$ cat config.mk
export PLATFORM = sky130hd
export DESIGN_NAME = cpuamd_decode
export DESIGN_NICKNAME = d
export VERILOG_FILES = /design/src/shared/cpuamd_pkg.sv /design/src/rtl/cpuamd_decode.sv /design/src/rtl/cpuamd_opcode_class.sv
export VERILOG_INCLUDE_DIRS = /design/src /design/src/shared
export SDC_FILE = /design/constraint.sdc
export NUM_CORES = 1
export LEC_CHECK = 0
export BUFFER_PORTS_ARGS = -buffer_cell sky130_fd_sc_hd__buf_4
export CAP_MARGIN = 20
export CORE_ASPECT_RATIO = 1.1
export CORE_MARGIN = 10
export CORE_UTILIZATION = 55
export CTS_CLUSTER_SIZE = 28
export DETAILED_ROUTE_END_ITERATION = 8
export GPL_TIMING_DRIVEN = 0
export PLACE_DENSITY_LB_ADDON = 0.2
export SLEW_MARGIN = 30
export SYNTH_ARGS = -nofsm -noshare
export SYNTH_HDL_FRONTEND = slang
export SYNTH_SLANG_ARGS = --single-unit
$ cat constraint.sdc
create_clock -name sys_clk -period 2.5 [get_ports sys_clk]
set_input_delay 0.75 -clock sys_clk [delete_from_list [all_inputs] [get_ports sys_clk]]
set_output_delay 0.75 -clock sys_clk [all_outputs]
set_load 0.02 [all_outputs]
$ cat src/shared/cpuamd_defs.svh
// constants for the cpu addressing mode decoder
`ifndef CPUAMD_DEFS_SVH
`define CPUAMD_DEFS_SVH

// ----------------------------------------
// instruction lengths in bytes
// ----------------------------------------
`define CPUAMD_LEN_ONE   2'h1
`define CPUAMD_LEN_TWO   2'h2
`define CPUAMD_LEN_THREE 2'h3

// ----------------------------------------
// opcode rows (upper nibble)
// ----------------------------------------
`define CPUAMD_ROW_BITBR 4'h0
`define CPUAMD_ROW_BITMAN 4'h1
`define CPUAMD_ROW_REL   4'h2
`define CPUAMD_ROW_RMWD  4'h3
`define CPUAMD_ROW_RMWA  4'h4
`define CPUAMD_ROW_RMWX  4'h5
`define CPUAMD_ROW_RMW1  4'h6
`define CPUAMD_ROW_RMW0  4'h7
`define CPUAMD_ROW_CTLA  4'h8
`define CPUAMD_ROW_CTLB  4'h9
`define CPUAMD_ROW_IMM   4'hA
`define CPUAMD_ROW_DIR   4'hB
`define CPUAMD_ROW_EXT   4'hC
`define CPUAMD_ROW_IX2   4'hD
`define CPUAMD_ROW_IX1   4'hE
`define CPUAMD_ROW_IX    4'hF

// ----------------------------------------
// opcode low nibbles and whole opcodes
// ----------------------------------------
`define CPUAMD_LO_NZTEST 4'hD
`define CPUAMD_LO_UJUMP  4'hC
`define CPUAMD_LO_SUBJUMP 4'hD
`define CPUAMD_LO_CPX    4'h3
`define CPUAMD_LO_LDX    4'hE
`define CPUAMD_LO_STX    4'hF
`define CPUAMD_OP_STOP   8'h8E
`define CPUAMD_OP_WAIT   8'h8F
`define CPUAMD_OP_MULTIPLY 8'h42
`define CPUAMD_OP_BSR    8'hAD

// ----------------------------------------
// address constants and reset values
// ----------------------------------------
`define CPUAMD_PAGE_ZERO 8'h00
`define CPUAMD_ADDR_RST  16'h0000

`endif

$ cat src/shared/cpuamd_pkg.sv
// types shared by the cpu addressing mode decoder
package cpuamd_pkg;

    typedef enum logic [2:0] {
        CPUAMD_INH = 3'b000,
        CPUAMD_IMM = 3'b001,
        CPUAMD_DIR = 3'b010,
        CPUAMD_EXT = 3'b011,
        CPUAMD_IX  = 3'b100,
        CPUAMD_IX1 = 3'b101,
        CPUAMD_IX2 = 3'b110,
        CPUAMD_REL = 3'b111
    } cpuamd_mode_t;

    typedef enum logic [2:0] {
        CPUAMD_REGMEM  = 3'b000,
        CPUAMD_RMW     = 3'b001,
        CPUAMD_JUMPBR  = 3'b010,
        CPUAMD_BITMAN  = 3'b011,
        CPUAMD_CONTROL = 3'b100,
        CPUAMD_ILLEGAL = 3'b101
    } cpuamd_class_t;

    typedef struct packed {
        logic h;
        logic i;
        logic n;
        logic z;
        logic c;
    } cpuamd_ccr_t;

    typedef struct packed {
        logic [7:0]  opcode;
        logic [7:0]  operand1;
        logic [7:0]  operand2;
        logic [15:0] pc;
        logic [7:0]  indexReg;
        logic [7:0]  memByte;
        cpuamd_ccr_t ccr;
    } cpuamd_req_t;

    typedef struct packed {
        logic [1:0]    length;
        cpuamd_mode_t  mode;
        cpuamd_class_t iclass;
        logic          usesIndex;
        logic          isTest;
        logic          isJump;
        logic          isStop;
        logic          isWait;
    } cpuamd_info_t;

    typedef struct packed {
        logic [1:0]    length;
        cpuamd_mode_t  mode;
        cpuamd_class_t iclass;
        logic [3:0]    opSel;
        logic [15:0]   effAddr;
        logic          addrValid;
        logic [15:0]   nextPc;
        logic          branchTaken;
        logic          writeBack;
        logic          usesIndex;
        logic          carryLoad;
        logic          carryValue;
        logic [7:0]    bitMask;
        logic          bitValue;
    } cpuamd_result_t;

endpackage

$ cat src/rtl/cpuamd_decode.sv
// cpu instruction decode and effective address forming
//
// Overview of operation
// - inherent: one byte, no operand address
// - immediate: two bytes, data used directly
// - direct: two bytes, high address zero
// - bit branch: three bytes, direct plus displacement
// - extended: three bytes, high then low
// - indexed plain: one byte, index as address
// - indexed byte offset: index plus byte
// - indexed word offset: index plus word
// - taken branch adds signed displacement
// - rmw writes back, except negative-zero test
// - reg/mem: register plus memory operand
// - opcode picks bit and sense; bit to carry
// - bit set/clear use direct page
// - branches relative; jumps take no register
// - control instructions decode as inherent
// - oscillator halt enables interrupt pin wake
// - wait stops clock, clears interrupt mask
// - branches on interrupt pin level exist
// - reg/mem operation set complete
// - rmw operation set complete
`timescale 1ns/100ps
`default_nettype none
`include "cpuamd_defs.svh"

module cpuamd_decode (
    input  wire logic                  sys_clk,
    input  wire logic                  reset_n,
    input  wire logic                  decodeStart,
    input  wire cpuamd_pkg::cpuamd_req_t req,
    input  wire logic                  irqPin,
    output cpuamd_pkg::cpuamd_result_t result,
    output logic                       decodeDone,
    output logic                       stopOsc,
    output logic                       irqPinEnable,
    output logic                       cpuClockStop,
    output logic                       clearIMask
);

    // ----------------------------------------
    // opcode lookup
    // ----------------------------------------
    cpuamd_pkg::cpuamd_info_t info;

    cpuamd_opcode_class u_class (
        .opcode (req.opcode),
        .info   (info)
    );

    // ----------------------------------------
    // interrupt pin synchroniser
    // ----------------------------------------
    logic irqMeta;
    logic irqSync;

    always_ff @(posedge sys_clk or negedge reset_n) begin
        if (!reset_n) begin
            irqMeta <= 1'b0;
            irqSync <= 1'b0;
        end else begin
            irqMeta <= irqPin;
            irqSync <= irqMeta;
        end
    end

    // ----------------------------------------
    // branch conditions
    // ----------------------------------------
    // even opcode tests the base sense, odd the inverse
    function automatic logic relCond(input logic [7:0] op,
                                     input cpuamd_pkg::cpuamd_ccr_t f,
                                     input logic pinHigh);
        logic base;
        base = 1'b0;
        unique case (op[3:1])
            3'h0: base = 1'b1;
            3'h1: base = !(f.c || f.z);
            3'h2: base = !f.c;
            3'h3: base = !f.z;
            3'h4: base = !f.h;
            3'h5: base = !f.n;
            3'h6: base = !f.i;
            3'h7: base = !pinHigh;
        endcase
        return base ^ op[0];
    endfunction

    function automatic logic [15:0] signExt(input logic [7:0] d);
        return {{8{d[7]}}, d};
    endfunction

    // ----------------------------------------
    // address forming
    // ----------------------------------------
    logic [15:0] next_effAddr;
    logic        next_addrValid;
    logic [15:0] seqPc;
    logic [7:0]  disp;
    logic        testedBit;
    logic        next_taken;
    logic [15:0] next_pc;
    logic [7:0]  bitDecode;

    // the tested bit number sits in the opcode
    assign testedBit = req.memByte[req.opcode[3:1]];

    genvar gi;
    generate
        for (gi = 0; gi < 8; gi++) begin : g_mask
            assign bitDecode[gi] = (req.opcode[3:1] == 3'(gi));
        end
    endgenerate

    always_comb begin
        next_effAddr = `CPUAMD_ADDR_RST;
        next_addrValid = 1'b1;
        unique case (info.mode)
            cpuamd_pkg::CPUAMD_INH,
            cpuamd_pkg::CPUAMD_IMM,
            cpuamd_pkg::CPUAMD_REL: begin
                next_addrValid = 1'b0;
            end
            cpuamd_pkg::CPUAMD_DIR: begin
                next_effAddr = {`CPUAMD_PAGE_ZERO, req.operand1};
            end
            cpuamd_pkg::CPUAMD_EXT: begin
                next_effAddr = {req.operand1, req.operand2};
            end
            cpuamd_pkg::CPUAMD_IX: begin
                next_effAddr = {`CPUAMD_PAGE_ZERO, req.indexReg};
            end
            cpuamd_pkg::CPUAMD_IX1: begin
                next_effAddr = {`CPUAMD_PAGE_ZERO, req.operand1}
                             + {`CPUAMD_PAGE_ZERO, req.indexReg};
            end
            cpuamd_pkg::CPUAMD_IX2: begin
                next_effAddr = {req.operand1, req.operand2}
                             + {`CPUAMD_PAGE_ZERO, req.indexReg};
            end
        endcase
    end

    // ----------------------------------------
    // program flow
    // ----------------------------------------
    // sequential pc first, so a displacement is taken from the next opcode
    assign seqPc = req.pc + {14'h0000, info.length};
    assign disp = (req.opcode[7:4] == `CPUAMD_ROW_BITBR) ? req.operand2 : req.operand1;

    always_comb begin
        next_taken = 1'b0;
        next_pc = seqPc;
        if (info.iclass == cpuamd_pkg::CPUAMD_BITMAN &&
            req.opcode[7:4] == `CPUAMD_ROW_BITBR) begin
            next_taken = (testedBit != req.opcode[0]);
        end else if (info.mode == cpuamd_pkg::CPUAMD_REL) begin
            next_taken = (req.opcode == `CPUAMD_OP_BSR) ||
                         relCond(req.opcode, req.ccr, irqSync);
        end
        if (next_taken) begin
            next_pc = seqPc + signExt(disp);
        end
        if (info.isJump) begin
            next_taken = 1'b1;
            next_pc = next_effAddr;
        end
    end

    // ----------------------------------------
    // result register
    // ----------------------------------------
    always_ff @(posedge sys_clk or negedge reset_n) begin
        if (!reset_n) begin
            result <= '0;
        end else if (decodeStart) begin
            result.length <= info.length;
            result.mode <= info.mode;
            result.iclass <= info.iclass;
            result.opSel <= req.opcode[3:0];
            result.effAddr <= next_effAddr;
            result.addrValid <= next_addrValid;
            result.nextPc <= next_pc;
            result.branchTaken <= next_taken;
            // jumps never name a register operand
            result.usesIndex <= info.usesIndex && !info.isJump;
            result.bitMask <= bitDecode;
            result.bitValue <= !req.opcode[0];
            result.writeBack <= (info.iclass == cpuamd_pkg::CPUAMD_RMW && !info.isTest) ||
                (info.iclass == cpuamd_pkg::CPUAMD_BITMAN &&
                 req.opcode[7:4] == `CPUAMD_ROW_BITMAN);
            result.carryLoad <= (req.opcode[7:4] == `CPUAMD_ROW_BITBR);
            result.carryValue <= testedBit;
        end
    end

    always_ff @(posedge sys_clk or negedge reset_n) begin
        if (!reset_n) begin
            decodeDone <= 1'b0;
        end else begin
            decodeDone <= decodeStart;
        end
    end

    // ----------------------------------------
    // low power controls
    // ----------------------------------------
    // pin stays enabled until the next decode, which follows the wake
    always_ff @(posedge sys_clk or negedge reset_n) begin
        if (!reset_n) begin
            stopOsc <= 1'b0;
            irqPinEnable <= 1'b0;
            cpuClockStop <= 1'b0;
            clearIMask <= 1'b0;
        end else begin
            stopOsc <= decodeStart && info.isStop;
            cpuClockStop <= decodeStart && info.isWait;
            clearIMask <= decodeStart && info.isWait;
            if (decodeStart) begin
                irqPinEnable <= info.isStop;
            end
        end
    end
endmodule
`default_nettype wire

$ cat src/rtl/cpuamd_opcode_class.sv
// opcode to addressing mode, class and length lookup
`timescale 1ns/100ps
`default_nettype none
`include "cpuamd_defs.svh"

module cpuamd_opcode_class (
    input  wire logic [7:0]          opcode,
    output cpuamd_pkg::cpuamd_info_t info
);

    logic [3:0] row;
    logic [3:0] low;

    assign row = opcode[7:4];
    assign low = opcode[3:0];

    // rmw rows leave some low codes undefined; multiply sits in one of them
    function automatic logic rmwLegal(input logic [7:0] op);
        return !(op[3:0] inside {4'h1, 4'h2, 4'h5, 4'hB, 4'hE});
    endfunction

    always_comb begin
        info = '0;
        info.length = `CPUAMD_LEN_ONE;
        info.mode = cpuamd_pkg::CPUAMD_INH;
        info.iclass = cpuamd_pkg::CPUAMD_CONTROL;
        unique case (row)
            `CPUAMD_ROW_BITBR: begin
                info.length = `CPUAMD_LEN_THREE;
                info.mode = cpuamd_pkg::CPUAMD_DIR;
                info.iclass = cpuamd_pkg::CPUAMD_BITMAN;
            end
            `CPUAMD_ROW_BITMAN: begin
                info.length = `CPUAMD_LEN_TWO;
                info.mode = cpuamd_pkg::CPUAMD_DIR;
                info.iclass = cpuamd_pkg::CPUAMD_BITMAN;
            end
            `CPUAMD_ROW_REL: begin
                info.length = `CPUAMD_LEN_TWO;
                info.mode = cpuamd_pkg::CPUAMD_REL;
                info.iclass = cpuamd_pkg::CPUAMD_JUMPBR;
            end
            `CPUAMD_ROW_RMWD, `CPUAMD_ROW_RMWA, `CPUAMD_ROW_RMWX,
            `CPUAMD_ROW_RMW1, `CPUAMD_ROW_RMW0: begin
                info.iclass = cpuamd_pkg::CPUAMD_RMW;
                info.isTest = (low == `CPUAMD_LO_NZTEST);
                info.usesIndex = (row == `CPUAMD_ROW_RMWX);
                if (row == `CPUAMD_ROW_RMWD) begin
                    info.length = `CPUAMD_LEN_TWO;
                    info.mode = cpuamd_pkg::CPUAMD_DIR;
                end else if (row == `CPUAMD_ROW_RMW1) begin
                    info.length = `CPUAMD_LEN_TWO;
                    info.mode = cpuamd_pkg::CPUAMD_IX1;
                end else if (row == `CPUAMD_ROW_RMW0) begin
                    info.mode = cpuamd_pkg::CPUAMD_IX;
                end
                if (opcode == `CPUAMD_OP_MULTIPLY) begin
                    info.iclass = cpuamd_pkg::CPUAMD_REGMEM;
                end else if (!rmwLegal(opcode)) begin
                    info.iclass = cpuamd_pkg::CPUAMD_ILLEGAL;
                end
            end
            `CPUAMD_ROW_CTLA, `CPUAMD_ROW_CTLB: begin
                info.isStop = (opcode == `CPUAMD_OP_STOP);
                info.isWait = (opcode == `CPUAMD_OP_WAIT);
            end
            default: begin
                info.iclass = cpuamd_pkg::CPUAMD_REGMEM;
                info.isJump = (low == `CPUAMD_LO_UJUMP) || (low == `CPUAMD_LO_SUBJUMP);
                info.usesIndex = !info.isJump &&
                    (low == `CPUAMD_LO_CPX || low == `CPUAMD_LO_LDX || low == `CPUAMD_LO_STX);
                if (info.isJump) begin
                    info.iclass = cpuamd_pkg::CPUAMD_JUMPBR;
                end
                unique case (row)
                    `CPUAMD_ROW_IMM: begin
                        info.length = `CPUAMD_LEN_TWO;
                        info.mode = cpuamd_pkg::CPUAMD_IMM;
                        if (opcode == `CPUAMD_OP_BSR) begin
                            info.mode = cpuamd_pkg::CPUAMD_REL;
                            info.iclass = cpuamd_pkg::CPUAMD_JUMPBR;
                            info.isJump = 1'b0;
                        end
                    end
                    `CPUAMD_ROW_DIR: begin
                        info.length = `CPUAMD_LEN_TWO;
                        info.mode = cpuamd_pkg::CPUAMD_DIR;
                    end
                    `CPUAMD_ROW_EXT: begin
                        info.length = `CPUAMD_LEN_THREE;
                        info.mode = cpuamd_pkg::CPUAMD_EXT;
                    end
                    `CPUAMD_ROW_IX2: begin
                        info.length = `CPUAMD_LEN_THREE;
                        info.mode = cpuamd_pkg::CPUAMD_IX2;
                    end
                    `CPUAMD_ROW_IX1: begin
                        info.length = `CPUAMD_LEN_TWO;
                        info.mode = cpuamd_pkg::CPUAMD_IX1;
                    end
                    default: begin
                        info.mode = cpuamd_pkg::CPUAMD_IX;
                    end
                endcase
            end
        endcase
    end

endmodule
`default_nettype wire

==> results.yml <==
status:
  run_status: "finished, violations left"
  violations: "setup timing"
yosys:
  syn_area_um2: 5190
  synth_cell_types: 67
  synth_cells: 583
  synth.most_common_cell: "dfrtp_1"
  async_flop_share_pct: 100
  yosys.area.top_type: "dfrtp_1"
  avgSynthCellArea_um2: 8.91
  ys_seq_elements: 65
  synthTopCellsByCount: "dfrtp_1 (65), nand2_1 (48), a21oi_1 (47), nor2_1 (46), ha_1 (35)"
  synthFlopType: "dfrtp_1"
  syn_nets: 687
  synth_edf_count: 0
  yosys.area.top_type_share_pct: 31.3
  ys_seq_area_share_pct: 31.3
  synth_area_leaders: "dfrtp_1 (31%), ha_1 (8.4%), mux2_2 (5.0%)"
  yosys_warnings: 0
worst_setup_path:
  worstPathRequired_ns: 2.77
  rr_endpoint: "result[19]"
  cp_data_arrival_time_ns: 4.22
  worstPathMaxFanout: 4
  path_class: "in2reg"
  crit_path_end: "result[28]"
  r2r_slack_ns: -0.10
  crit_path_start_kind: "input pin"
  r2r_start: "irqSync"
  endpoint_kind: "flip-flop"
  rr_worst_depth: 11
  worstSetupStartpoint: "req[57]"
drt:
  wire_per_inst_um: 22.5
  avgViaCountPerCell: 6.29
  ant_nets: 0
  drt-initial-drc-count: 549
  drc: 0
  via_count: 5634
  wl_um: 20100
  drt_first_pass_iters: 7
sta:
  period_needed_ns: 3.95
  hold_viol_final: 0
  worst_slack_ns: -1.45
  setup_viol: 18
  slew_viol_final: 0
  fin_worst_skew_ns: 0.0115
  worstMarginPinSlew_ns: 0.824
  fin_crit_sh_pct: 158
  maxSlewHeadroom_pct: 45.1
  timing.hold.ws_ns: 0.353
  rsz0062_at_grt: "true"
  fmax_mhz: 253
global_routing:
  grt_pass1_vias: 5573
  grt_max_degree: 66
  grt_usage_pct: 26.4
  overflow: 0
  grt_pass1_wl_um: 29400
  antenna_found_initial: 0
clocking:
  cts_max_path_buffers: 2
  cts_buffers: 9
  insertion_delay_ns: 0.36
  cts_hold_buf: 0
  numClockSinks: 65
  cts_max_level: 3
  cts-root-buf: "clkbuf_8"
  cts_tree: "built"
  clkTransAtPathRegs_ns: 0.08
place:
  dpl.hpwl_um: 13900
  place.gp.congestion: 0.959
  place_ws_ns: -2.13
  io_buffers: 124
hold_path:
  hold_path_class: "reg2reg"
  hold_depth: 0
final_layout:
  syn2layout_area_growth_pct: 50.3
  final_util_pct: 83.9
  drive_gt1_share_pct: 43.2
  nFillCells: 521
  nets: 877
  n_antenna_cell: 0
pwr:
  p_leak_nw: 3.59
  p_per_area_nw_per_um2: 532
  totalPowerFinal_w: 0.00415
  peakVddDrop_mv: 0.339
die:
  die_w_um: 113
  die_h_um: 122
  num_io_pins: 129
  core_area_um2: 9310
  start_util_pct: 55.8
  die-area_um2: 13700
  rows: 37
job:
  cap_viol_max_count: 0
[sequential cells by signal, summed over array words and instances, names as in the netlist]
name,flops
irqPinEnable,1
irqMeta,1
irqSync,1
clearIMask,1
stopOsc,1
result,59
decodeDone,1
[area by class of cell]
cell class              count  area, µm²  share of cell area, %
plain buffers              32        285                   3.65
multi-input cells         464       3990                   51.1
clock buffers               9        124                   1.59
clock inverters             7        125                   1.60
flip-flops and latches     65       1630                   20.8
inverters                  22       82.6                   1.06
repair buffers            179       1430                   18.3
well taps                 117        146                   1.88
[per-stage QoR]
step	setup TNS, ns	cells	cell area (µm²)
2_1_floorplan	-15.19	583	5480
3_3_place_gp	-30.04	824	6560
3_5_place_dp	-31.20	825	6570
4_1_cts	-14.10	875	7400
5_1_grt	-18.33	895	7810
6_report	-16.71	895	7810
[cell usage in the layout (no fill, tap or decap), types with 12 or more instances in the layout]
cell type  count
buf_4        169
dfrtp_1       65
nand2_1       43
nor2_1        39
a21oi_1       32
ha_1          22
inv_1         20
mux2_2        19
xnor2_1       18
o21ai_0       17
a21o_1        16
nand3_1       15
clkbuf_1      15
o21ai_1       15
xor2_1        14
a21oi_2       12
[power breakdown]
group / internal, W / switching, W
combinational: 0.000846 / 0.000931
clock: 0.000673 / 0.000472
sequential: 0.00116 / 0.0000711
total: 0.00268 / 0.00147
[routing by layer]
metal  global-route usage, %  part of all wire [%]
met1                    30.7                    39
met2                    46.0                    50
met3                    5.75                   7.7
met4                    11.7                   4.1
met5                       0                     0
[critical path: stages]
cell and delay, ns:
buf_12 0.11, clkbuf_16 0.15, clkbuf_16 0.14, nor2b_4 0.13
o21ai_4 0.19, ha_4 0.17, fa_2 0.25, nand4_1 0.21
nor2_1 0.22, xor2_1 0.12, ha_1 0.33, inv_2 0.07
o31ai_4 0.28, nand4_1 0.18, a311oi_2 0.39, a21oi_2 0.11
mux2i_1 0.15, a211oi_1 0.24
[worst min path at each step]
stage | from | end | slack [ns]
floorplan | irqMeta | irqSync | 0.33
global placement | irqMeta | irqSync | 0.33
detailed placement | irqMeta | irqSync | 0.34
CTS | irqMeta | irqSync | 0.36
global route | irqMeta | irqSync | 0.38
finish | irqMeta | irqSync | 0.35
[cell families (layout without fill, tap and decap cells)]
| logic type | count (synthesis) | in the layout | share of synthesized area [%] |
|---|---|---|---|
| AND/OR/NAND/NOR | 165 | 165 | 15.5 |
| buffers and inverters | 54 | 249 | 4.09 |
| XOR/XNOR | 47 | 47 | 8.19 |
| flip-flops | 65 | 65 | 31.3 |
| AO/OA/AOI/OAI | 172 | 172 | 21.8 |
| adder cells (fa/ha/maj) | 39 | 39 | 9.97 |
| multiplexers | 41 | 41 | 9.13 |
[repair_timing]
item / 4_1_cts / 5_1_grt
setup buffers: 34 / 21
endpoints found under the setup margin: 20 / 23
pin swaps: 48 / 55
resized for setup: 65 / 51
Note: power is estimated with default switching activity, not from simulation.
